`config.mk`:
```
export PLATFORM = sky130hd
export DESIGN_NAME = pcsia_core
export DESIGN_NICKNAME = d
export VERILOG_FILES = /design/src/pcsia_pkg.sv /design/src/pcsia_stack_if.sv /design/src/pcsia_core.sv /design/src/pcsia_stack.sv
export SDC_FILE = /design/constraint.sdc
export NUM_CORES = 1
export LEC_CHECK = 0
export ABC_CLOCK_PERIOD_IN_PS = 12300
export BUFFER_PORTS_ARGS = -buffer_cell sky130_fd_sc_hd__buf_2
export CORE_ASPECT_RATIO = 0.5
export CORE_MARGIN = 2
export CORE_UTILIZATION = 38
export DETAILED_ROUTE_END_ITERATION = 8
export SLEW_MARGIN = 10
export SYNTH_ARGS = -nofsm -noshare
export SYNTH_HDL_FRONTEND = slang
export SYNTH_SLANG_ARGS = --single-unit
export TNS_END_PERCENT = 100
```
`constraint.sdc`:
```
create_clock -name clk_i -period 12.3 [get_ports clk_i]
set_input_delay 1.23 -clock clk_i [delete_from_list [all_inputs] [get_ports clk_i]]
set_output_delay 1.23 -clock clk_i [all_outputs]
set_load 0.1 [all_outputs]
```
`src/pcsia_pkg.sv`:
```
// pcsia_pkg: constants and types for the program-counter, return stack and
// indirect addressing block.
// assumes: included before every other file of the block.
package pcsia_pkg;
   localparam int PC_WIDTH = 15;
   localparam int SP_WIDTH = 5;
   localparam int STACK_DEPTH = 16;
   localparam int LOW_WIDTH = 8;
   localparam int HIGH_WIDTH = 7;
   localparam int CALL_HIGH_BITS = 3;
   localparam logic [14:0] PC_RESET = 15'h0000;
   localparam logic [4:0] SP_RESET = 5'h1F;
   localparam logic [4:0] SP_TOP = 5'h0F;
   localparam logic [15:0] TRAD_LAST = 16'h0FFF;
   localparam logic [15:0] LINEAR_BASE = 16'h2000;
   localparam logic [15:0] LINEAR_LAST = 16'h29AF;
   localparam logic [15:0] BANK_GPR_SIZE = 16'h0050;
   localparam logic [15:0] BANK_STRIDE = 16'h0080;
   localparam logic [15:0] BANK_GPR_BASE = 16'h0020;
   localparam int FLASH_BIT = 15;
   localparam logic [6:0] IND_PORT0_ADDR = 7'h00;
   localparam logic [6:0] IND_PORT1_ADDR = 7'h01;
   localparam logic [7:0] READ_ZERO = 8'h00;

   typedef enum logic [2:0] {
      PCSIA_OP_NONE,
      PCSIA_OP_CALL,
      PCSIA_OP_COMPUTED_CALL,
      PCSIA_OP_BRW,
      PCSIA_OP_BRA,
      PCSIA_OP_RETURN,
      PCSIA_OP_VECTOR,
      PCSIA_OP_INCR
   } pcsia_op_type;

   typedef enum logic [1:0] {
      PCSIA_REG_TRAD,
      PCSIA_REG_LINEAR,
      PCSIA_REG_FLASH,
      PCSIA_REG_NONE
   } pcsia_region_type;
endpackage : pcsia_pkg

```
`src/pcsia_stack_if.sv`:
```
// pcsia_stack_if: push/pop and pointer traffic between the sequencer and
// the return-address stack.
// assumes: one clock domain, driven by pcsia_core.
`timescale 1ns/1ps
interface pcsia_stack_if;
   logic push;
   logic pop;
   logic [14:0] push_value;
   logic sp_write;
   logic [4:0] sp_wdata;
   logic tos_write_low;
   logic tos_write_high;
   logic [7:0] tos_wdata;
   logic [4:0] sp;
   logic [14:0] tos;
   logic overflow;
   logic underflow;
   modport owner (output push, pop, push_value, sp_write, sp_wdata, tos_write_low,
      tos_write_high, tos_wdata, input sp, tos, overflow, underflow);
   modport stack (input push, pop, push_value, sp_write, sp_wdata, tos_write_low,
      tos_write_high, tos_wdata, output sp, tos, overflow, underflow);
endinterface : pcsia_stack_if

```
`src/pcsia_core.sv`:
```
// pcsia_core: program counter sequencing, return stack control and the
// indirect pointer translation for an 8-bit core.
// assumes: the decoder gives one-cycle op strobes; memories answer
// combinationally to the address outputs of this block.
`timescale 1ns/1ps

// Behaviour
// - 15-bit pc, low byte register read/write
// - any reset clears the pc
// - high byte only from the latch
// - low-byte write loads high from latch
// - call: operand 10:0, latch bits 6:3
// - computed call: working low, latch high
// - branch by working: pc+1+w unsigned
// - relative branch: pc+1+signed operand
// - 16 x 15 stack outside memory spaces
// - calls/vector push, returns pop, latch untouched
// - option 0: push wraps circularly, pop at empty holds
// - 5-bit writable pointer, tos pair access
// - push increments first, return decrements after
// - option 1: overflow/underflow resets the device
// - self-pointing indirect: read zero, no write
// - pointer is 16 bits from two bytes
// - 0x000-0xFFF maps to absolute registers
// - 0x2000-0x29AF maps banked ram, else zero
// - linear region excludes common memory
// - flash region returns word low byte
// - indirect flash writes ignored
// - indirect flash read adds one cycle
module pcsia_core
   import pcsia_pkg::*;
(
   input wire logic clk_i, // core clock, 50 MHz
   input wire logic reset_i, // synchronous reset, any source
   input wire logic stack_error_reset_enable_i, // configuration option
   input wire pcsia_op_type op_i, // sequencing op, one cycle
   input wire logic [10:0] call_operand_i, // direct call target
   input wire logic [8:0] branch_operand_i, // signed relative offset
   input wire logic [7:0] working_i, // working register
   input wire logic pcl_write_i, // write to low-byte register
   input wire logic latch_write_i, // write to high latch
   input wire logic sp_write_i, // write to stack pointer
   input wire logic tos_low_write_i, // write to top entry low
   input wire logic tos_high_write_i, // write to top entry high
   input wire logic [7:0] wdata_i, // register write data
   input wire logic [7:0] ptr_low_i, // indirect pointer low byte
   input wire logic [7:0] ptr_high_i, // indirect pointer high byte
   input wire logic ind_read_i, // read of indirect data port
   input wire logic ind_write_i, // write of indirect data port
   input wire logic [7:0] ind_wdata_i, // data for indirect write
   input wire logic [7:0] data_rdata_i, // data memory read data
   input wire logic [13:0] flash_rdata_i, // program flash word
   output logic [14:0] pc_o, // program counter
   output logic [7:0] prog_counter_low_reg_o, // low byte register
   output logic [6:0] counter_high_latch_o, // high latch register
   output logic [4:0] return_stack_pointer_o, // stack pointer
   output logic [7:0] top_entry_low_o, // top entry low byte
   output logic [6:0] top_entry_high_o, // top entry high byte
   output logic stack_overflow_flag_o, // sticky overflow flag
   output logic stack_underflow_flag_o, // sticky underflow flag
   output logic stack_reset_o, // stack error reset request
   output logic [11:0] data_addr_o, // data memory address
   output logic data_read_o, // data memory read strobe
   output logic data_write_o, // data memory write strobe
   output logic [7:0] data_wdata_o, // data memory write data
   output logic [14:0] flash_addr_o, // flash address
   output logic flash_read_o, // flash read strobe
   output logic [7:0] ind_rdata_o, // indirect read result
   output logic ind_stall_o // extra cycle for flash read
);
   pcsia_stack_if st ();

   logic [14:0] pc;
   logic [6:0] latch;
   logic [14:0] next_pc;
   logic [14:0] pc_inc;
   logic ovf_flag;
   logic unf_flag;
   logic [15:0] ptr;
   logic [15:0] lin_off;
   logic [15:0] bank;
   logic [15:0] byte_sel;
   pcsia_region_type region;
   logic self_ptr;
   logic [15:0] lin_abs;

   pcsia_stack #(.DEPTH(STACK_DEPTH)) u_stack (
      .clk_i(clk_i),
      .reset_i(reset_i),
      .st(st.stack)
   );

   assign pc_inc = pc + 15'h0001;

   // pc next value for each sequencing op
   always_comb begin
      next_pc = pc;
      case (op_i)
         PCSIA_OP_CALL: begin
            next_pc = {latch[6:3], call_operand_i};
         end
         PCSIA_OP_COMPUTED_CALL: begin
            next_pc = {latch, working_i};
         end
         PCSIA_OP_BRW: begin
            next_pc = pc_inc + {7'h00, working_i};
         end
         PCSIA_OP_BRA: begin
            next_pc = pc_inc + {{6{branch_operand_i[8]}}, branch_operand_i};
         end
         PCSIA_OP_RETURN: begin
            next_pc = st.tos;
         end
         PCSIA_OP_VECTOR: begin
            next_pc = PC_RESET;
         end
         PCSIA_OP_INCR: begin
            next_pc = pc_inc;
         end
         PCSIA_OP_NONE: begin
            next_pc = pc;
         end
         default: begin
            next_pc = pc;
         end
      endcase
      if (pcl_write_i) begin
         next_pc = {latch, wdata_i};
      end
   end

   always_ff @(posedge clk_i) begin
      if (reset_i || stack_reset_o) begin
         pc <= PC_RESET;
      end else begin
         pc <= next_pc;
      end
   end

   // pushes and pops never touch the latch
   always_ff @(posedge clk_i) begin
      if (reset_i) begin
         latch <= 7'h00;
      end else if (latch_write_i) begin
         latch <= wdata_i[6:0];
      end
   end

   assign st.push = (op_i == PCSIA_OP_CALL) || (op_i == PCSIA_OP_COMPUTED_CALL)
      || (op_i == PCSIA_OP_VECTOR);
   assign st.pop = (op_i == PCSIA_OP_RETURN);
   assign st.push_value = pc_inc;
   assign st.sp_write = sp_write_i;
   assign st.sp_wdata = wdata_i[4:0];
   assign st.tos_write_low = tos_low_write_i;
   assign st.tos_write_high = tos_high_write_i;
   assign st.tos_wdata = wdata_i;

   // flags are sticky; only a power-up style reset clears them
   always_ff @(posedge clk_i) begin
      if (reset_i) begin
         ovf_flag <= 1'b0;
         unf_flag <= 1'b0;
      end else begin
         ovf_flag <= ovf_flag | st.overflow;
         unf_flag <= unf_flag | st.underflow;
      end
   end

   always_ff @(posedge clk_i) begin
      if (reset_i) begin
         stack_reset_o <= 1'b0;
      end else begin
         stack_reset_o <= stack_error_reset_enable_i
            && (st.overflow || st.underflow);
      end
   end

   // indirect pointer decode
   assign ptr = {ptr_high_i, ptr_low_i};
   assign lin_off = ptr - LINEAR_BASE;
   assign bank = lin_off / BANK_GPR_SIZE;
   assign byte_sel = lin_off % BANK_GPR_SIZE;
   // common bytes sit past the 80-byte block, so they are never reached
   assign lin_abs = bank * BANK_STRIDE + BANK_GPR_BASE + byte_sel;

   always_comb begin
      if (ptr[FLASH_BIT]) begin
         region = PCSIA_REG_FLASH;
      end else if (ptr <= TRAD_LAST) begin
         region = PCSIA_REG_TRAD;
      end else if (ptr >= LINEAR_BASE && ptr <= LINEAR_LAST) begin
         region = PCSIA_REG_LINEAR;
      end else begin
         region = PCSIA_REG_NONE;
      end
   end

   assign self_ptr = (region == PCSIA_REG_TRAD) && (ptr[6:0] == IND_PORT0_ADDR
      || ptr[6:0] == IND_PORT1_ADDR);

   logic flash_wait;

   always_ff @(posedge clk_i) begin
      if (reset_i) begin
         flash_wait <= 1'b0;
      end else begin
         flash_wait <= ind_read_i && region == PCSIA_REG_FLASH && !flash_wait;
      end
   end

   always_ff @(posedge clk_i) begin
      if (reset_i) begin
         data_addr_o <= 12'h000;
         data_read_o <= 1'b0;
         data_write_o <= 1'b0;
         data_wdata_o <= 8'h00;
         flash_addr_o <= 15'h0000;
         flash_read_o <= 1'b0;
         ind_stall_o <= 1'b0;
      end else begin
         data_addr_o <= (region == PCSIA_REG_LINEAR) ? lin_abs[11:0] : ptr[11:0];
         data_read_o <= ind_read_i && !self_ptr
            && (region == PCSIA_REG_TRAD || region == PCSIA_REG_LINEAR);
         data_write_o <= ind_write_i && !self_ptr
            && (region == PCSIA_REG_TRAD || region == PCSIA_REG_LINEAR);
         data_wdata_o <= ind_wdata_i;
         flash_addr_o <= ptr[14:0];
         flash_read_o <= ind_read_i && region == PCSIA_REG_FLASH;
         ind_stall_o <= ind_read_i && region == PCSIA_REG_FLASH && !flash_wait;
      end
   end

   // result chosen against the registered strobes of the previous cycle
   always_ff @(posedge clk_i) begin
      if (reset_i) begin
         ind_rdata_o <= READ_ZERO;
      end else if (flash_read_o) begin
         ind_rdata_o <= flash_rdata_i[7:0];
      end else if (data_read_o) begin
         ind_rdata_o <= data_rdata_i;
      end else begin
         ind_rdata_o <= READ_ZERO;
      end
   end

   always_ff @(posedge clk_i) begin
      if (reset_i) begin
         pc_o <= PC_RESET;
         prog_counter_low_reg_o <= 8'h00;
         counter_high_latch_o <= 7'h00;
         return_stack_pointer_o <= SP_RESET;
         top_entry_low_o <= 8'h00;
         top_entry_high_o <= 7'h00;
         stack_overflow_flag_o <= 1'b0;
         stack_underflow_flag_o <= 1'b0;
      end else begin
         pc_o <= pc;
         prog_counter_low_reg_o <= pc[7:0];
         counter_high_latch_o <= latch;
         return_stack_pointer_o <= st.sp;
         top_entry_low_o <= st.tos[7:0];
         top_entry_high_o <= st.tos[14:8];
         stack_overflow_flag_o <= ovf_flag;
         stack_underflow_flag_o <= unf_flag;
      end
   end

   a_pcl_load: assert property (@(posedge clk_i) disable iff (reset_i)
      pcl_write_i && !stack_reset_o |=> pc == {$past(latch), $past(wdata_i)})
      else $error("low-byte write did not load pc");
   a_call_load: assert property (@(posedge clk_i) disable iff (reset_i)
      op_i == PCSIA_OP_CALL && !pcl_write_i && !stack_reset_o
      |=> pc == {$past(latch[6:3]), $past(call_operand_i)})
      else $error("call target wrong");
   a_computed_call_load: assert property (@(posedge clk_i) disable iff (reset_i)
      op_i == PCSIA_OP_COMPUTED_CALL && !pcl_write_i && !stack_reset_o
      |=> pc == {$past(latch), $past(working_i)})
      else $error("computed call target wrong");
   a_brw_load: assert property (@(posedge clk_i) disable iff (reset_i)
      op_i == PCSIA_OP_BRW && !pcl_write_i && !stack_reset_o
      |=> pc == 15'($past(pc) + 15'h0001 + {7'h00, $past(working_i)}))
      else $error("branch by working wrong");
   a_bra_load: assert property (@(posedge clk_i) disable iff (reset_i)
      op_i == PCSIA_OP_BRA && !pcl_write_i && !stack_reset_o
      |=> pc == 15'($past(pc) + 15'h0001 + {{6{$past(branch_operand_i[8])}},
      $past(branch_operand_i)})) else $error("relative branch wrong");
   a_reset_clear: assert property (@(posedge clk_i)
      reset_i |=> pc == PC_RESET ##1 pc_o == PC_RESET)
      else $error("reset did not clear pc");
   a_latch_kept: assert property (@(posedge clk_i) disable iff (reset_i)
      (st.push || st.pop) && !latch_write_i |=> $stable(latch))
      else $error("stack op changed latch");
   a_ovf_sticky: assert property (@(posedge clk_i) disable iff (reset_i)
      st.overflow |=> ovf_flag ##1 stack_overflow_flag_o)
      else $error("overflow flag not set");
   a_unf_sticky: assert property (@(posedge clk_i) disable iff (reset_i)
      st.underflow |=> unf_flag ##1 stack_underflow_flag_o)
      else $error("underflow flag not set");
   a_err_reset: assert property (@(posedge clk_i) disable iff (reset_i)
      stack_error_reset_enable_i && st.underflow |=> stack_reset_o ##1 pc == PC_RESET)
      else $error("stack error did not reset");
   a_self_ptr: assert property (@(posedge clk_i) disable iff (reset_i)
      ind_write_i && self_ptr |=> !data_write_o)
      else $error("self-pointing write not suppressed");
   a_flash_stall: assert property (@(posedge clk_i) disable iff (reset_i)
      ind_read_i && region == PCSIA_REG_FLASH && !flash_wait |=> ind_stall_o && flash_read_o)
      else $error("flash read without extra cycle");
endmodule : pcsia_core

```
`src/pcsia_stack.sv`:
```
// pcsia_stack: 16 x 15 return-address stack with a 5-bit pointer.
// assumes: push and pop never come in the same cycle.
`timescale 1ns/1ps
module pcsia_stack
   import pcsia_pkg::*;
#(
   parameter int DEPTH = STACK_DEPTH
) (
   input wire logic clk_i, // core clock
   input wire logic reset_i, // synchronous reset
   pcsia_stack_if.stack st // stack port
);
   logic [14:0] entry [DEPTH];
   logic [4:0] sp;
   logic [4:0] next_sp;
   logic [3:0] slot;

   // push increments first, then stores; pop decrements after the pc took tos
   always_comb begin
      next_sp = sp;
      if (st.sp_write) begin
         next_sp = st.sp_wdata;
      end else if (st.push) begin
         next_sp = (sp == SP_TOP) ? 5'h00 : sp + 5'h01;
      end else if (st.pop) begin
         // popping the last entry empties the stack; an empty stack keeps its pointer
         next_sp = (sp == SP_RESET) ? SP_RESET : sp - 5'h01;
      end
   end

   always_ff @(posedge clk_i) begin
      if (reset_i) begin
         sp <= SP_RESET;
      end else begin
         sp <= next_sp;
      end
   end

   assign slot = next_sp[3:0];

   always_ff @(posedge clk_i) begin
      if (st.push) begin
         entry[slot] <= st.push_value;
      end else if (st.tos_write_low) begin
         entry[sp[3:0]][7:0] <= st.tos_wdata;
      end else if (st.tos_write_high) begin
         entry[sp[3:0]][14:8] <= st.tos_wdata[6:0];
      end
   end

   assign st.sp = sp;
   assign st.tos = entry[sp[3:0]];
   assign st.overflow = st.push && (sp == SP_TOP);
   // a pop at pointer 0 returns from the first level; only a pop past it underflows
   assign st.underflow = st.pop && (sp == SP_RESET);

   a_push_wraps: assert property (@(posedge clk_i) disable iff (reset_i)
      st.push && !st.sp_write |=> sp == (($past(sp) == SP_TOP) ? 5'h00
      : $past(sp) + 5'h01)) else $error("push pointer step wrong");
endmodule : pcsia_stack

```
==> results of run 1 <==
[worst min path at each step]
stage,depth (start not counted),startpoint,endpoint,slack [ns]
floorplan,2,unf_flag$_SDFF_PP0_,unf_flag$_SDFF_PP0_,0.43
global placement,1,ind_stall_o$_SDFF_PP0_,ind_stall_o$_SDFF_PP0_,0.41
detailed placement,1,ind_stall_o$_SDFF_PP0_,ind_stall_o$_SDFF_PP0_,0.42
CTS,1,ind_stall_o$_SDFF_PP0_,ind_stall_o$_SDFF_PP0_,0.43
global route,1,ind_stall_o$_SDFF_PP0_,ind_stall_o$_SDFF_PP0_,0.46
finish,1,ind_stall_o$_SDFF_PP0_,ind_stall_o$_SDFF_PP0_,0.42
[through the flow]
stage               util [%]  std cells
floorplan                  -       1499
global placement        41.7       2215
detailed placement      41.7       2215
CTS                     44.1       2278
global route            44.1       2279
finish                  44.1       2280
[per-layer routing]
metal | global-route usage [%] | wire [µm] | vias to the layer above
met5 | 0 | 0 | -
li1 | - | - | 5884
met2 | 30.6 | 21700 | 304
met4 | 5.87 | 1200 | 0
met1 | 25.6 | 20500 | 6080
met3 | 2.76 | 2010 | 69
[report_power, final]
group	internal, µW	switching [µW]
logic	367	702
clock network	575	463
registers	1360	23.3
total	2300	1190
[state kept, by name, indices dropped and copies added (netlist names), 8 cells and up]
register,cells
u_stack.entry,240
pc,15
pc_o,15
data_addr_o,12
flash_addr_o,12
data_wdata_o,8
ind_rdata_o,8
top_entry_low_o,8
[synthesized netlist by cell type, drive strengths merged, types with 5 or more instances]
cell type / number / area, µm²
or2: 12 / 75.1
mux4: 75 / 1690
clkbuf: 62 / 233
o41ai: 5 / 58.8
xor2: 15 / 131
o22ai: 9 / 56.3
a221oi: 9 / 78.8
xnor2: 27 / 236
nor2b: 47 / 294
buf: 51 / 298
dfxtp: 118 / 2360
a2111oi: 7 / 62.6
a21oi: 78 / 398
ha: 23 / 288
a21o: 16 / 120
and2: 24 / 150
a31oi: 8 / 50.1
a22oi: 8 / 60.1
nor2: 182 / 683
nand2: 82 / 308
or3: 11 / 68.8
o31ai: 9 / 72.6
edfxtp: 240 / 7210
nor4: 8 / 62.6
nand2b: 13 / 81.3
o21bai: 6 / 56.3
and3: 13 / 86.3
and4: 5 / 43.8
o21ai: 55 / 279
nor4b: 7 / 82.6
o211ai: 15 / 113
o21a: 8 / 61.3
a211oi: 21 / 173
nand3: 26 / 130
nor3: 49 / 262
mux2i: 26 / 260
inv: 35 / 131
mux2: 10 / 116
[cell families (layout without fill, tap and decap cells)]
family	count (synthesis)	in the layout	synth area share, %
buffers and inverters	152	304	3.83
other	0	2	0
AOI/OAI and AO/OA	306	306	12.1
xor gates and xnor gates	42	42	2.08
DFF	358	358	54.1
adders and majority gates	28	28	1.97
and+or+nand+nor	502	502	14.2
muxes	111	111	11.7
[worst reg2reg max path, stage by stage, from the launching register on]
cell and delay [ns]:
sky130_fd_sc_hd__dfxtp_2 0.31, sky130_fd_sc_hd__buf_4 0.70, sky130_fd_sc_hd__ha_1 0.38, sky130_fd_sc_hd__nand3_1 0.17
sky130_fd_sc_hd__a21oi_1 0.20, sky130_fd_sc_hd__a21oi_1 0.08, sky130_fd_sc_hd__o41ai_1 0.61, sky130_fd_sc_hd__mux2i_1 0.39
sky130_fd_sc_hd__or3_1 0.55, sky130_fd_sc_hd__nor2_1 0.71
[final cells by class]
cell class | count | area share [%]
clock buffers | 48 | 4.75
inverters | 39 | 0.729
flip-flops and latches | 358 | 47.7
clock inverters | 15 | 0.729
diodes | 2 | 0.0249
multi-input cells | 989 | 37.0
repair buffers | 202 | 5.22
well taps | 627 | 3.90
==> qor.json, run 1 <==
{
  "postSynth.asyncResetShare": {"value": 0, "unit": "%"},
  "tns": {"value": 0, "unit": "ns"},
  "pin_count": {"value": 195},
  "ff2ff_path_depth": {"value": 9},
  "htree_levels": {"value": 2},
  "r2r_end": {"value": "u_stack.entry[3][6]$_DFFE_PP_"},
  "synth_cell_type_count": {"value": 101},
  "synthesis.nets": {"value": 1618},
  "timing.final.crit_period": {"value": 9.22, "unit": "ns"},
  "placement.setup.worst_slack": {"value": 2.59, "unit": "ns"},
  "syn_area_per_cell": {"value": 11.8, "unit": "µm²"},
  "synthFlopType": {"value": "sky130_fd_sc_hd__edfxtp_1"},
  "grt_pass1_vias": {"value": 11700},
  "power.total": {"value": 3490, "unit": "µW"},
  "detailed_place_hpwl": {"value": 33200, "unit": "µm"},
  "buffer_ports.inserted": {"value": 188},
  "syn2layout_area_growth": {"value": 13.7, "unit": "%"},
  "grtUsageTotal": {"value": 18.6, "unit": "%"},
  "worst_case_headroom_to_the_max_slew_limit": {"value": 23.7, "unit": "%"},
  "worstPathArrival": {"value": 9.64, "unit": "ns"},
  "clk_transition_reported_paths": {"value": 0.06, "unit": "ns"},
  "sequential_cell_area": {"value": 9570, "unit": "µm²"},
  "placed_cell_area": {"value": 19000, "unit": "µm²"},
  "detail_route.vias_per_cell": {"value": 5.41},
  "hold_class": {"value": "flip-flop to flip-flop"},
  "via_count": {"value": 12300},
  "die_height": {"value": 157, "unit": "µm"},
  "hold-worst-slack": {"value": 0.422, "unit": "ns"},
  "layout_setup_ws": {"value": 3.08, "unit": "ns"},
  "layout.cells.most_common_list": {"value": "sky130_fd_sc_hd__edfxtp_1, sky130_fd_sc_hd__buf_2, sky130_fd_sc_hd__nor2_1"},
  "die_w": {"value": 309, "unit": "µm"},
  "power.leakage": {"value": 0.00751, "unit": "µW"},
  "placeableCoreArea": {"value": 45600, "unit": "µm²"},
  "drive_gt1_share": {"value": 22.7, "unit": "%"},
  "clock_path_buffers": {"value": 3},
  "ctsResizeCount": {"value": 0},
  "grt_max_degree": {"value": 67},
  "route.final.wire_length": {"value": 45400, "unit": "µm"},
  "setup_violations": {"value": 0},
  "cts_tree": {"value": "built"},
  "grt_first_pass_wirelength": {"value": 69800, "unit": "µm"},
  "std_cell_rows": {"value": 55},
  "number_of_enable_type_register_cells_in_the_synthesized_netlist": {"value": 240},
  "clock_latency": {"value": 0.54, "unit": "ns"},
  "ff2ff_setup_slack": {"value": 7.82, "unit": "ns"},
  "path_depth": {"value": 30},
  "fillerInstances": {"value": 4223},
  "timing.critical_path.required": {"value": 12.72, "unit": "ns"},
  "cp_slowest_cell": {"value": "sky130_fd_sc_hd__xor2_1"},
  "clock_skew": {"value": 0.0300, "unit": "ns"},
  "outcome": {"value": "finished clean"},
  "timing.critical_path.to_type": {"value": "flip-flop"},
  "netlist_instances": {"value": 1499},
  "timing.max_cap.violations": {"value": 0},
  "drcViolationCount": {"value": 0},
  "crit_path_start": {"value": "ptr_high_i[5]"},
  "dr_wl_cell": {"value": 19.9, "unit": "µm"},
  "path_max_fanout": {"value": 19},
  "ctsHoldBuffers": {"value": 0},
  "detailedRoute.firstPassIterationCount": {"value": 5},
  "critical_path.top_delay_family": {"value": "compound AO/OA/AOI/OAI gates"},
  "postSynthRegisterBits": {"value": 358},
  "drt.antenna.violating_nets": {"value": 0},
  "tightest_slew": {"value": 1.14, "unit": "ns"},
  "mostFrequentLayoutCell": {"value": "sky130_fd_sc_hd__edfxtp_1"},
  "cts-buffers-inserted": {"value": 35},
  "finalWeightedCongestion": {"value": 0.936},
  "cts_setup_buffers": {"value": 0},
  "ir_worst_vdd": {"value": 102, "unit": "µV"},
  "synthesis.area": {"value": 17700, "unit": "µm²"},
  "critical_path_sink": {"value": "data_addr_o[11]$_SDFF_PP0_"},
  "initial_core_util": {"value": 38.8, "unit": "%"},
  "power.density_cell_area": {"value": 174, "unit": "nW/µm²"},
  "critical_path_class": {"value": "primary input to flip-flop"},
  "grt.overflow.total": {"value": 0},
  "cell_chosen_for_the_clock_root": {"value": "sky130_fd_sc_hd__clkbuf_16"},
  "upper_clock_frequency_limit": {"value": 108, "unit": "MHz"},
  "layout.nets": {"value": 1744},
  "timing.rr.start": {"value": "u_stack.st.sp[1]$_SDFF_PP1_"},
  "timing.critical_path.slowest_cell_delay": {"value": 0.66, "unit": "ns"},
  "cts_sinks": {"value": 358},
  "timing.final.max_slew_violations": {"value": 0},
  "setup.worst_path.start_class": {"value": "primary input"},
  "hold_viol": {"value": 0},
  "synth_sequential_area_ratio": {"value": 54.1, "unit": "%"},
  "final_min_period_over_clock_period": {"value": 75.0, "unit": "%"},
  "grt_setup_unrepaired": {"value": "no"},
  "drt_iter0_markers": {"value": 1271},
  "cp.buffers_inverters": {"value": 4},
  "area_taken_by_multi_input_logic_gates": {"value": 7430, "unit": "µm²"},
  "fp.dieArea": {"value": 48400, "unit": "µm²"},
  "number_of_antenna_violations_at_the_first_check_in_global_routing": {"value": 1},
  "yosysWarningCount": {"value": 0},
  "finish.instance_area": {"value": 20100, "unit": "µm²"}
}
Note: power is estimated with default switching activity, not from simulation.
==> run 2: changes to the inputs <==
--- a/config.mk
+++ b/config.mk
@@ -5,7 +5,7 @@
 export SDC_FILE = /design/constraint.sdc
 export NUM_CORES = 1
 export LEC_CHECK = 0
-export ABC_CLOCK_PERIOD_IN_PS = 12300
+export ABC_CLOCK_PERIOD_IN_PS = 9600
 export BUFFER_PORTS_ARGS = -buffer_cell sky130_fd_sc_hd__buf_2
 export CORE_ASPECT_RATIO = 0.5
 export CORE_MARGIN = 2
==> constraint.sdc (replaced) <==
create_clock -name clk_i -period 9.6 [get_ports clk_i]
set_input_delay 0.96 -clock clk_i [delete_from_list [all_inputs] [get_ports clk_i]]
set_output_delay 0.96 -clock clk_i [all_outputs]
set_load 0.1 [all_outputs]
==> run 2 against run 1 <==
Effect of this change: clock power grew 49%; wire length rose by 0.36%; setup slack lost 2.2 ns; clock-buffer cell count is 5 lower; critical path depth stayed put; non-clock buffer count rose by 4; combinational power is 28% higher; die area unchanged; hold slack lost 0.0063 ns; largest cell class unchanged; largest power group unchanged; highest routed layer unchanged.
==> qor.json, run 2 (synthesis gave the netlist of run 1 again) <==
{
  "pin_count": {"value": 195, "change": "unchanged"},
  "detailed_place_hpwl": {"value": 33300, "unit": "µm", "change": "+0.33%"},
  "timing.final.max_slew_violations": {"value": 0, "change": "unchanged"},
  "tns": {"value": 0, "unit": "ns", "change": "unchanged"},
  "grt.overflow.total": {"value": 0, "change": "unchanged"},
  "initial_core_util": {"value": 38.8, "unit": "%", "change": "unchanged"},
  "fillerInstances": {"value": 4283, "change": "+1.4%"},
  "largest_register_ff_count": {"value": 240, "change": "unchanged"},
  "layout.cells.most_common_list": {"value": "sky130_fd_sc_hd__edfxtp_1, sky130_fd_sc_hd__buf_2, sky130_fd_sc_hd__nor2_1"},
  "hold-worst-slack": {"value": 0.416, "unit": "ns", "change": "-0.00628 ns"},
  "dr_wl_cell": {"value": 19.9, "unit": "µm", "change": "about the same"},
  "htree_levels": {"value": 2, "change": "unchanged"},
  "setup_violations": {"value": 0, "change": "unchanged"},
  "hold_class": {"value": "flip-flop to flip-flop"},
  "critical_path_class": {"value": "primary input to flip-flop"},
  "ctsHoldBuffers": {"value": 0, "change": "unchanged"},
  "detail_route.vias_per_cell": {"value": 5.45, "change": "+0.74%"},
  "final_min_period_over_clock_period": {"value": 91.1, "unit": "%"},
  "number_of_antenna_violations_at_the_first_check_in_global_routing": {"value": 2, "change": "+1"},
  "layout.nets": {"value": 1749, "change": "+0.29%"},
  "tightest_slew": {"value": 1.14, "unit": "ns", "change": "+0.00264 ns"},
  "cell_chosen_for_the_clock_root": {"value": "sky130_fd_sc_hd__clkbuf_16"},
  "drcViolationCount": {"value": 0, "change": "unchanged"},
  "worstPathArrival": {"value": 9.18, "unit": "ns", "change": "-0.46 ns"},
  "cellInternalPower": {"value": 3160, "unit": "µW", "change": "+37%"},
  "cp_slowest_cell": {"value": "sky130_fd_sc_hd__ha_1"},
  "clk_transition_reported_paths": {"value": 0.06, "unit": "ns", "change": "about the same"},
  "drt_iter0_markers": {"value": 1275, "change": "+0.31%"},
  "cts_tree": {"value": "built"},
  "cts_setup_buffers": {"value": 0, "change": "unchanged"},
  "upper_clock_frequency_limit": {"value": 114, "unit": "MHz"},
  "die_height": {"value": 157, "unit": "µm", "change": "unchanged"},
  "via_count": {"value": 12500, "change": "+1.0%"},
  "clock_skew": {"value": 0.0174, "unit": "ns", "change": "-0.0126 ns"},
  "hold_viol": {"value": 0, "change": "unchanged"},
  "timing.critical_path.required": {"value": 10.03, "unit": "ns", "change": "-2.69 ns"},
  "path_max_fanout": {"value": 19, "change": "unchanged"},
  "biggestRegsByFlops": {"value": "u_stack.entry (240), pc (15), pc_o (15)"},
  "fp.dieArea": {"value": 48400, "unit": "µm²", "change": "unchanged"},
  "ir_worst_vdd": {"value": 114, "unit": "µV", "change": "+12%"},
  "power.leakage": {"value": 0.00764, "unit": "µW", "change": "+1.8%"},
  "placeableCoreArea": {"value": 45600, "unit": "µm²", "change": "unchanged"},
  "die_w": {"value": 309, "unit": "µm", "change": "unchanged"},
  "timing.critical_path.slowest_cell_delay": {"value": 0.68, "unit": "ns", "change": "+0.02 ns"},
  "std_cell_rows": {"value": 55, "change": "unchanged"},
  "worst_case_headroom_to_the_max_slew_limit": {"value": 23.8, "unit": "%", "change": "+0.10 points"},
  "detailedRoute.firstPassIterationCount": {"value": 5, "change": "unchanged"},
  "syn2layout_area_growth": {"value": 15.1, "unit": "%"},
  "grt_setup_unrepaired": {"value": "no"},
  "grt_pass1_vias": {"value": 12000, "change": "+3.2%"},
  "p_sw_share": {"value": 32.8, "unit": "%", "change": "-1.2 points"},
  "seq_power_share": {"value": 37.7, "unit": "%", "change": "-2.0 points"},
  "clock_latency": {"value": 0.54, "unit": "ns", "change": "about the same"},
  "grt_max_degree": {"value": 66, "change": "-1.5%"},
  "p_clk_share": {"value": 33.0, "unit": "%", "change": "+3.3 points"},
  "cts-buffers-inserted": {"value": 36, "change": "+2.9%"},
  "clock_path_buffers": {"value": 3, "change": "unchanged"},
  "net-switching-power": {"value": 1540, "unit": "µW", "change": "+30%"},
  "cts_sinks": {"value": 358, "change": "unchanged"},
  "grt_first_pass_wirelength": {"value": 70400, "unit": "µm", "change": "+0.77%"},
  "buffer_ports.inserted": {"value": 188, "change": "unchanged"},
  "outcome": {"value": "finished clean"},
  "drive_gt1_share": {"value": 23.6, "unit": "%", "change": "+0.93 points"},
  "route.final.wire_length": {"value": 45600, "unit": "µm", "change": "+0.36%"},
  "mostFrequentLayoutCell": {"value": "sky130_fd_sc_hd__edfxtp_1"},
  "setup.worst_path.start_class": {"value": "primary input"},
  "top_register": {"value": "u_stack.entry"},
  "finalWeightedCongestion": {"value": 0.942, "change": "+0.62%"},
  "timing.final.crit_period": {"value": 8.75, "unit": "ns"},
  "timing.max_cap.violations": {"value": 0, "change": "unchanged"},
  "timing.critical_path.to_type": {"value": "flip-flop"},
  "ctsResizeCount": {"value": 0, "change": "unchanged"},
  "combinationalPowerShare": {"value": 29.2, "unit": "%", "change": "-1.4 points"},
  "grtUsageTotal": {"value": 18.8, "unit": "%", "change": "+0.11 points"},
  "power.density_cell_area": {"value": 231, "unit": "nW/µm²", "change": "+33%"},
  "drt.antenna.violating_nets": {"value": 0, "change": "unchanged"}
}
run 2: changes by cell type in the layout (fill, tap and decap cells not counted), sizes merged:
cell / before / now
buf: 202 / 206
clkinvlp: 1 / 2
clkinv: 14 / 15
clkbuf: 48 / 43
bufinv: 1 / 7
run 2: routing by layer:
metal	GRT usage [%]	vias to the layer above	part of all wire, %
li1	-	5903	-
met5	0	-	0
met3	2.93	85	5.0
met4	6.20	0	3.0
met2	31.5	377	48
met1	24.9	6101	44
run 2: worst paths after layout:
path,from,end,slack (ns),cells past startpoint
worst max register to register,u_stack.st.sp[1]$_SDFF_PP1_,u_stack.entry[1][0]$_DFFE_PP_,5.34,11
worst max-delay path,ptr_high_i[5],data_addr_o[11]$_SDFF_PP0_,0.85,30
worst min register to register,ind_stall_o$_SDFF_PP0_,ind_stall_o$_SDFF_PP0_,0.42,1
worst min-delay path,ind_stall_o$_SDFF_PP0_,ind_stall_o$_SDFF_PP0_,0.42,1
run 2: area by class of cell:
cell class	instances	area, µm²	area share (%)
inverter	39	146	0.720
clock buffer	43	988	4.86
multi-input combinational	989	7430	36.5
clock inverter	23	334	1.64
timing repair buffer	206	1080	5.30
sequential	358	9570	47.1
antenna	2	5.00	0.0246
tap	627	785	3.86
run 2: worst max-delay path, delay by kind of cell:
family          cells  cell delay (ns)
compound gates     12             3.45
simple gates       10             2.50
fa+ha+maj           2             0.93
mux                 2             0.53
buf+inv             4             0.80
run 2: through the flow:
step	area, µm²	utilization [%]	instances	setup WS, ns	power (µW)
after floorplan	17700	-	1499	2.06	2900
after global placement	19000	41.7	2219	0.604	3170
after detailed placement	19000	41.7	2219	0.485	3170
after CTS	20300	44.6	2285	0.989	4730
after global routing	20300	44.6	2287	0.0274	4920
final	20300	44.6	2287	0.850	4700
run 2: power groups by stage:
stage | Sequential [µW] | Clock (µW) | Combinational, µW
floorplan | 1970 | 0 | 925
global placement | 1810 | 0 | 1360
detailed placement | 1810 | 0 | 1370
CTS | 1780 | 1580 | 1370
global route | 1780 | 1640 | 1500
finish | 1770 | 1550 | 1370
==> run 3: changes to the inputs <==
--- a/config.mk
+++ b/config.mk
@@ -11,6 +11,8 @@
 export CORE_MARGIN = 2
 export CORE_UTILIZATION = 38
 export DETAILED_ROUTE_END_ITERATION = 8
+export RECOVER_POWER = 100
+export SKIP_CTS_REPAIR_TIMING = 1
 export SLEW_MARGIN = 10
 export SYNTH_ARGS = -nofsm -noshare
 export SYNTH_HDL_FRONTEND = slang
==> run 3 against run 2 <==
Effect of this change: the run now ends with capacitance limit, slew limit left; cell area is 0.73% lower; sequential power hardly changed; core utilization is 0.33 points lower; first-iteration DRC count is 1.8% lower; global-route usage stayed put; clock-buffer cell count stayed put; clock skew is 0.0010 ns lower; largest power group unchanged.
==> qor.json, run 3 (synthesis gave the netlist of run 1 again) <==
{
  "outcome": {"value": "finished, violations left"},
  "failing_checks": {"value": "capacitance limit, slew limit"},
  "drt_iter0_markers": {"value": 1252, "change": "-1.8%"},
  "clock_path_buffers": {"value": 3, "change": "unchanged"},
  "drive_gt1_share": {"value": 17.1, "unit": "%", "change": "-6.5 points"},
  "critical_path_class": {"value": "primary input to flip-flop"},
  "grtUsageTotal": {"value": 18.8, "unit": "%", "change": "unchanged"},
  "finalWeightedCongestion": {"value": 0.942, "change": "unchanged"},
  "ff2ff_path_depth": {"value": 9, "change": "-2"},
  "grt_pass1_vias": {"value": 12000, "change": "unchanged"},
  "area_taken_by_multi_input_logic_gates": {"value": 7430, "unit": "µm²", "change": "unchanged"},
  "layout_utilization": {"value": 44.3, "unit": "%", "change": "-0.33 points"},
  "seq_power_share": {"value": 37.8, "unit": "%", "change": "about the same"},
  "drt.antenna.violating_nets": {"value": 0, "change": "unchanged"},
  "timing.critical_path.required": {"value": 10.03, "unit": "ns", "change": "about the same"},
  "p_sw_share": {"value": 32.9, "unit": "%", "change": "+0.047 points"},
  "buffer_ports.inserted": {"value": 188, "change": "unchanged"},
  "worst_case_headroom_to_the_max_slew_limit": {"value": -158, "unit": "%", "change": "-180 points"},
  "grt_max_degree": {"value": 66, "change": "unchanged"},
  "biggestRegsByFlops": {"value": "u_stack.entry (240), pc (15), pc_o (15)"},
  "cts_sinks": {"value": 358, "change": "unchanged"},
  "timing.final.crit_period": {"value": 8.77, "unit": "ns", "change": "+0.0229 ns"},
  "clk_transition_reported_paths": {"value": 0.06, "unit": "ns", "change": "about the same"},
  "dr_wl_cell": {"value": 19.9, "unit": "µm", "change": "about the same"},
  "tns": {"value": 0, "unit": "ns", "change": "unchanged"},
  "power.leakage": {"value": 0.00724, "unit": "µW", "change": "-5.3%"},
  "via_count": {"value": 12400, "change": "-0.37%"},
  "grt_setup_unrepaired": {"value": "no"},
  "sequential_cell_area": {"value": 9570, "unit": "µm²", "change": "about the same"},
  "worstHoldPathCells": {"value": 1, "change": "unchanged"},
  "cp.buffers_inverters": {"value": 4, "change": "unchanged"},
  "cp_slowest_cell": {"value": "sky130_fd_sc_hd__ha_1"},
  "syn2layout_area_growth": {"value": 14.2, "unit": "%"},
  "route.final.wire_length": {"value": 45500, "unit": "µm", "change": "about the same"},
  "mostFrequentLayoutCell": {"value": "sky130_fd_sc_hd__edfxtp_1"},
  "power.density_cell_area": {"value": 233, "unit": "nW/µm²", "change": "+0.62%"},
  "placeableCoreArea": {"value": 45600, "unit": "µm²", "change": "unchanged"},
  "number_of_antenna_violations_at_the_first_check_in_global_routing": {"value": 2, "change": "unchanged"},
  "grt_first_pass_wirelength": {"value": 70400, "unit": "µm", "change": "unchanged"},
  "r2r_end": {"value": "pc[10]$_SDFFE_PP0P_"},
  "die_w": {"value": 309, "unit": "µm", "change": "unchanged"},
  "critical_path.top_delay_family": {"value": "compound AO/OA/AOI/OAI gates"},
  "cts_tree": {"value": "built"},
  "placed_cells_incl_taps": {"value": 2219, "change": "unchanged"},
  "timing.critical_path.slowest_cell_delay": {"value": 0.68, "unit": "ns", "change": "about the same"},
  "net-switching-power": {"value": 1540, "unit": "µW", "change": "about the same"},
  "timing.final.max_slew_violations": {"value": 172, "change": "+172"},
  "setup_violations": {"value": 0, "change": "unchanged"},
  "die_height": {"value": 157, "unit": "µm", "change": "unchanged"},
  "combinationalPowerShare": {"value": 29.1, "unit": "%", "change": "about the same"},
  "min_delay_worst_endpoint": {"value": "ind_stall_o$_SDFF_PP0_"},
  "hold_viol": {"value": 0, "change": "unchanged"},
  "setup.worst_path.start_class": {"value": "primary input"},
  "worstPathArrival": {"value": 9.20, "unit": "ns", "change": "+0.02 ns"},
  "timing.rr.start": {"value": "u_stack.st.sp[0]$_SDFF_PP1_"},
  "detailed_place_hpwl": {"value": 33300, "unit": "µm", "change": "unchanged"},
  "cell_chosen_for_the_clock_root": {"value": "sky130_fd_sc_hd__clkbuf_16"},
  "upper_clock_frequency_limit": {"value": 114, "unit": "MHz", "change": "-0.26%"},
  "ff2ff_setup_slack": {"value": 3.16, "unit": "ns", "change": "-2.18 ns"},
  "timing.max_cap.violations": {"value": 4, "change": "+4"},
  "top_register": {"value": "u_stack.entry"},
  "ir_worst_vdd": {"value": 114, "unit": "µV", "change": "about the same"},
  "final_min_period_over_clock_period": {"value": 91.4, "unit": "%", "change": "+0.24 points"},
  "detailedRoute.firstPassIterationCount": {"value": 6, "change": "+1"},
  "std_cell_rows": {"value": 55, "change": "unchanged"},
  "worstHoldStart": {"value": "ind_stall_o$_SDFF_PP0_"},
  "drcViolationCount": {"value": 0, "change": "unchanged"},
  "stdcell_count": {"value": 2287, "change": "unchanged"},
  "p_clk_share": {"value": 33.1, "unit": "%", "change": "about the same"},
  "fillerInstances": {"value": 4331, "change": "+1.1%"},
  "hold_class": {"value": "flip-flop to flip-flop"},
  "initial_core_util": {"value": 38.8, "unit": "%", "change": "unchanged"},
  "layout.nets": {"value": 1749, "change": "unchanged"},
  "clock_skew": {"value": 0.0164, "unit": "ns", "change": "-0.00101 ns"},
  "layout.cells.most_common_list": {"value": "sky130_fd_sc_hd__edfxtp_1, sky130_fd_sc_hd__nor2_1, sky130_fd_sc_hd__dfxtp_1"},
  "detail_route.vias_per_cell": {"value": 5.43, "change": "-0.37%"},
  "timing.critical_path.to_type": {"value": "flip-flop"},
  "clock_latency": {"value": 0.54, "unit": "ns", "change": "about the same"},
  "path_max_fanout": {"value": 19, "change": "unchanged"},
  "cts-buffers-inserted": {"value": 36, "change": "unchanged"},
  "largest_register_ff_count": {"value": 240, "change": "unchanged"},
  "fp.dieArea": {"value": 48400, "unit": "µm²", "change": "unchanged"},
  "grt.overflow.total": {"value": 0, "change": "unchanged"},
  "pin_count": {"value": 195, "change": "unchanged"},
  "tightest_slew": {"value": 3.87, "unit": "ns", "change": "+2.73 ns"},
  "htree_levels": {"value": 2, "change": "unchanged"},
  "cellInternalPower": {"value": 3150, "unit": "µW", "change": "-0.18%"}
}
[run 3: per-layer routing]
| layer | vias up | GRT usage (%) | share of wire [%] |
|---|---|---|---|
| li1 | 5893 | - | - |
| met1 | 6095 | 24.9 | 44 |
| met2 | 351 | 31.5 | 48 |
| met3 | 81 | 2.93 | 4.8 |
| met4 | 0 | 6.20 | 3.0 |
| met5 | - | 0 | 0 |
[run 3: cell type report]
class                           count  area share, %
Sequential cell                   358           47.4
Inverter                           39          0.725
Tap cell                          627           3.89
Clock buffer                       43           4.90
Timing Repair Buffer              206           4.62
Antenna cell                        2         0.0248
Clock inverter                     23           1.65
Multi-Input combinational cell    989           36.8
[run 3: how the worst max path moves through the flow]
stage                        startpoint  cells after the start  slack (ns)                    endpoint
after floorplan           ptr_high_i[5]                     32        2.06  data_addr_o[10]$_SDFF_PP0_
after global placement    ptr_high_i[5]                     30        0.60  data_addr_o[11]$_SDFF_PP0_
final                     ptr_high_i[5]                     30        0.83  data_addr_o[11]$_SDFF_PP0_
after global routing      ptr_high_i[5]                     30        0.02  data_addr_o[11]$_SDFF_PP0_
after CTS                 ptr_high_i[5]                     30        0.99  data_addr_o[11]$_SDFF_PP0_
after detailed placement  ptr_high_i[5]                     30        0.48  data_addr_o[11]$_SDFF_PP0_
[run 3: stage by stage]
stage	power, µW	setup WS, ns	cell area [µm²]	hold slack, ns
final	4700	0.827	20200	0.419
after global routing	4920	0.0164	20200	0.440
after CTS	4730	0.989	20300	0.421
after detailed placement	3170	0.485	19000	0.412
after global placement	3170	0.604	19000	0.404
after floorplan	2900	2.06	17700	0.429
[run 3: power groups by stage]
stage | Clock [µW] | Combinational, µW | Sequential [µW]
after floorplan | 0 | 925 | 1970
after CTS | 1580 | 1370 | 1780
after global routing | 1640 | 1490 | 1780
final | 1550 | 1370 | 1780
after global placement | 0 | 1360 | 1810
after detailed placement | 0 | 1370 | 1810
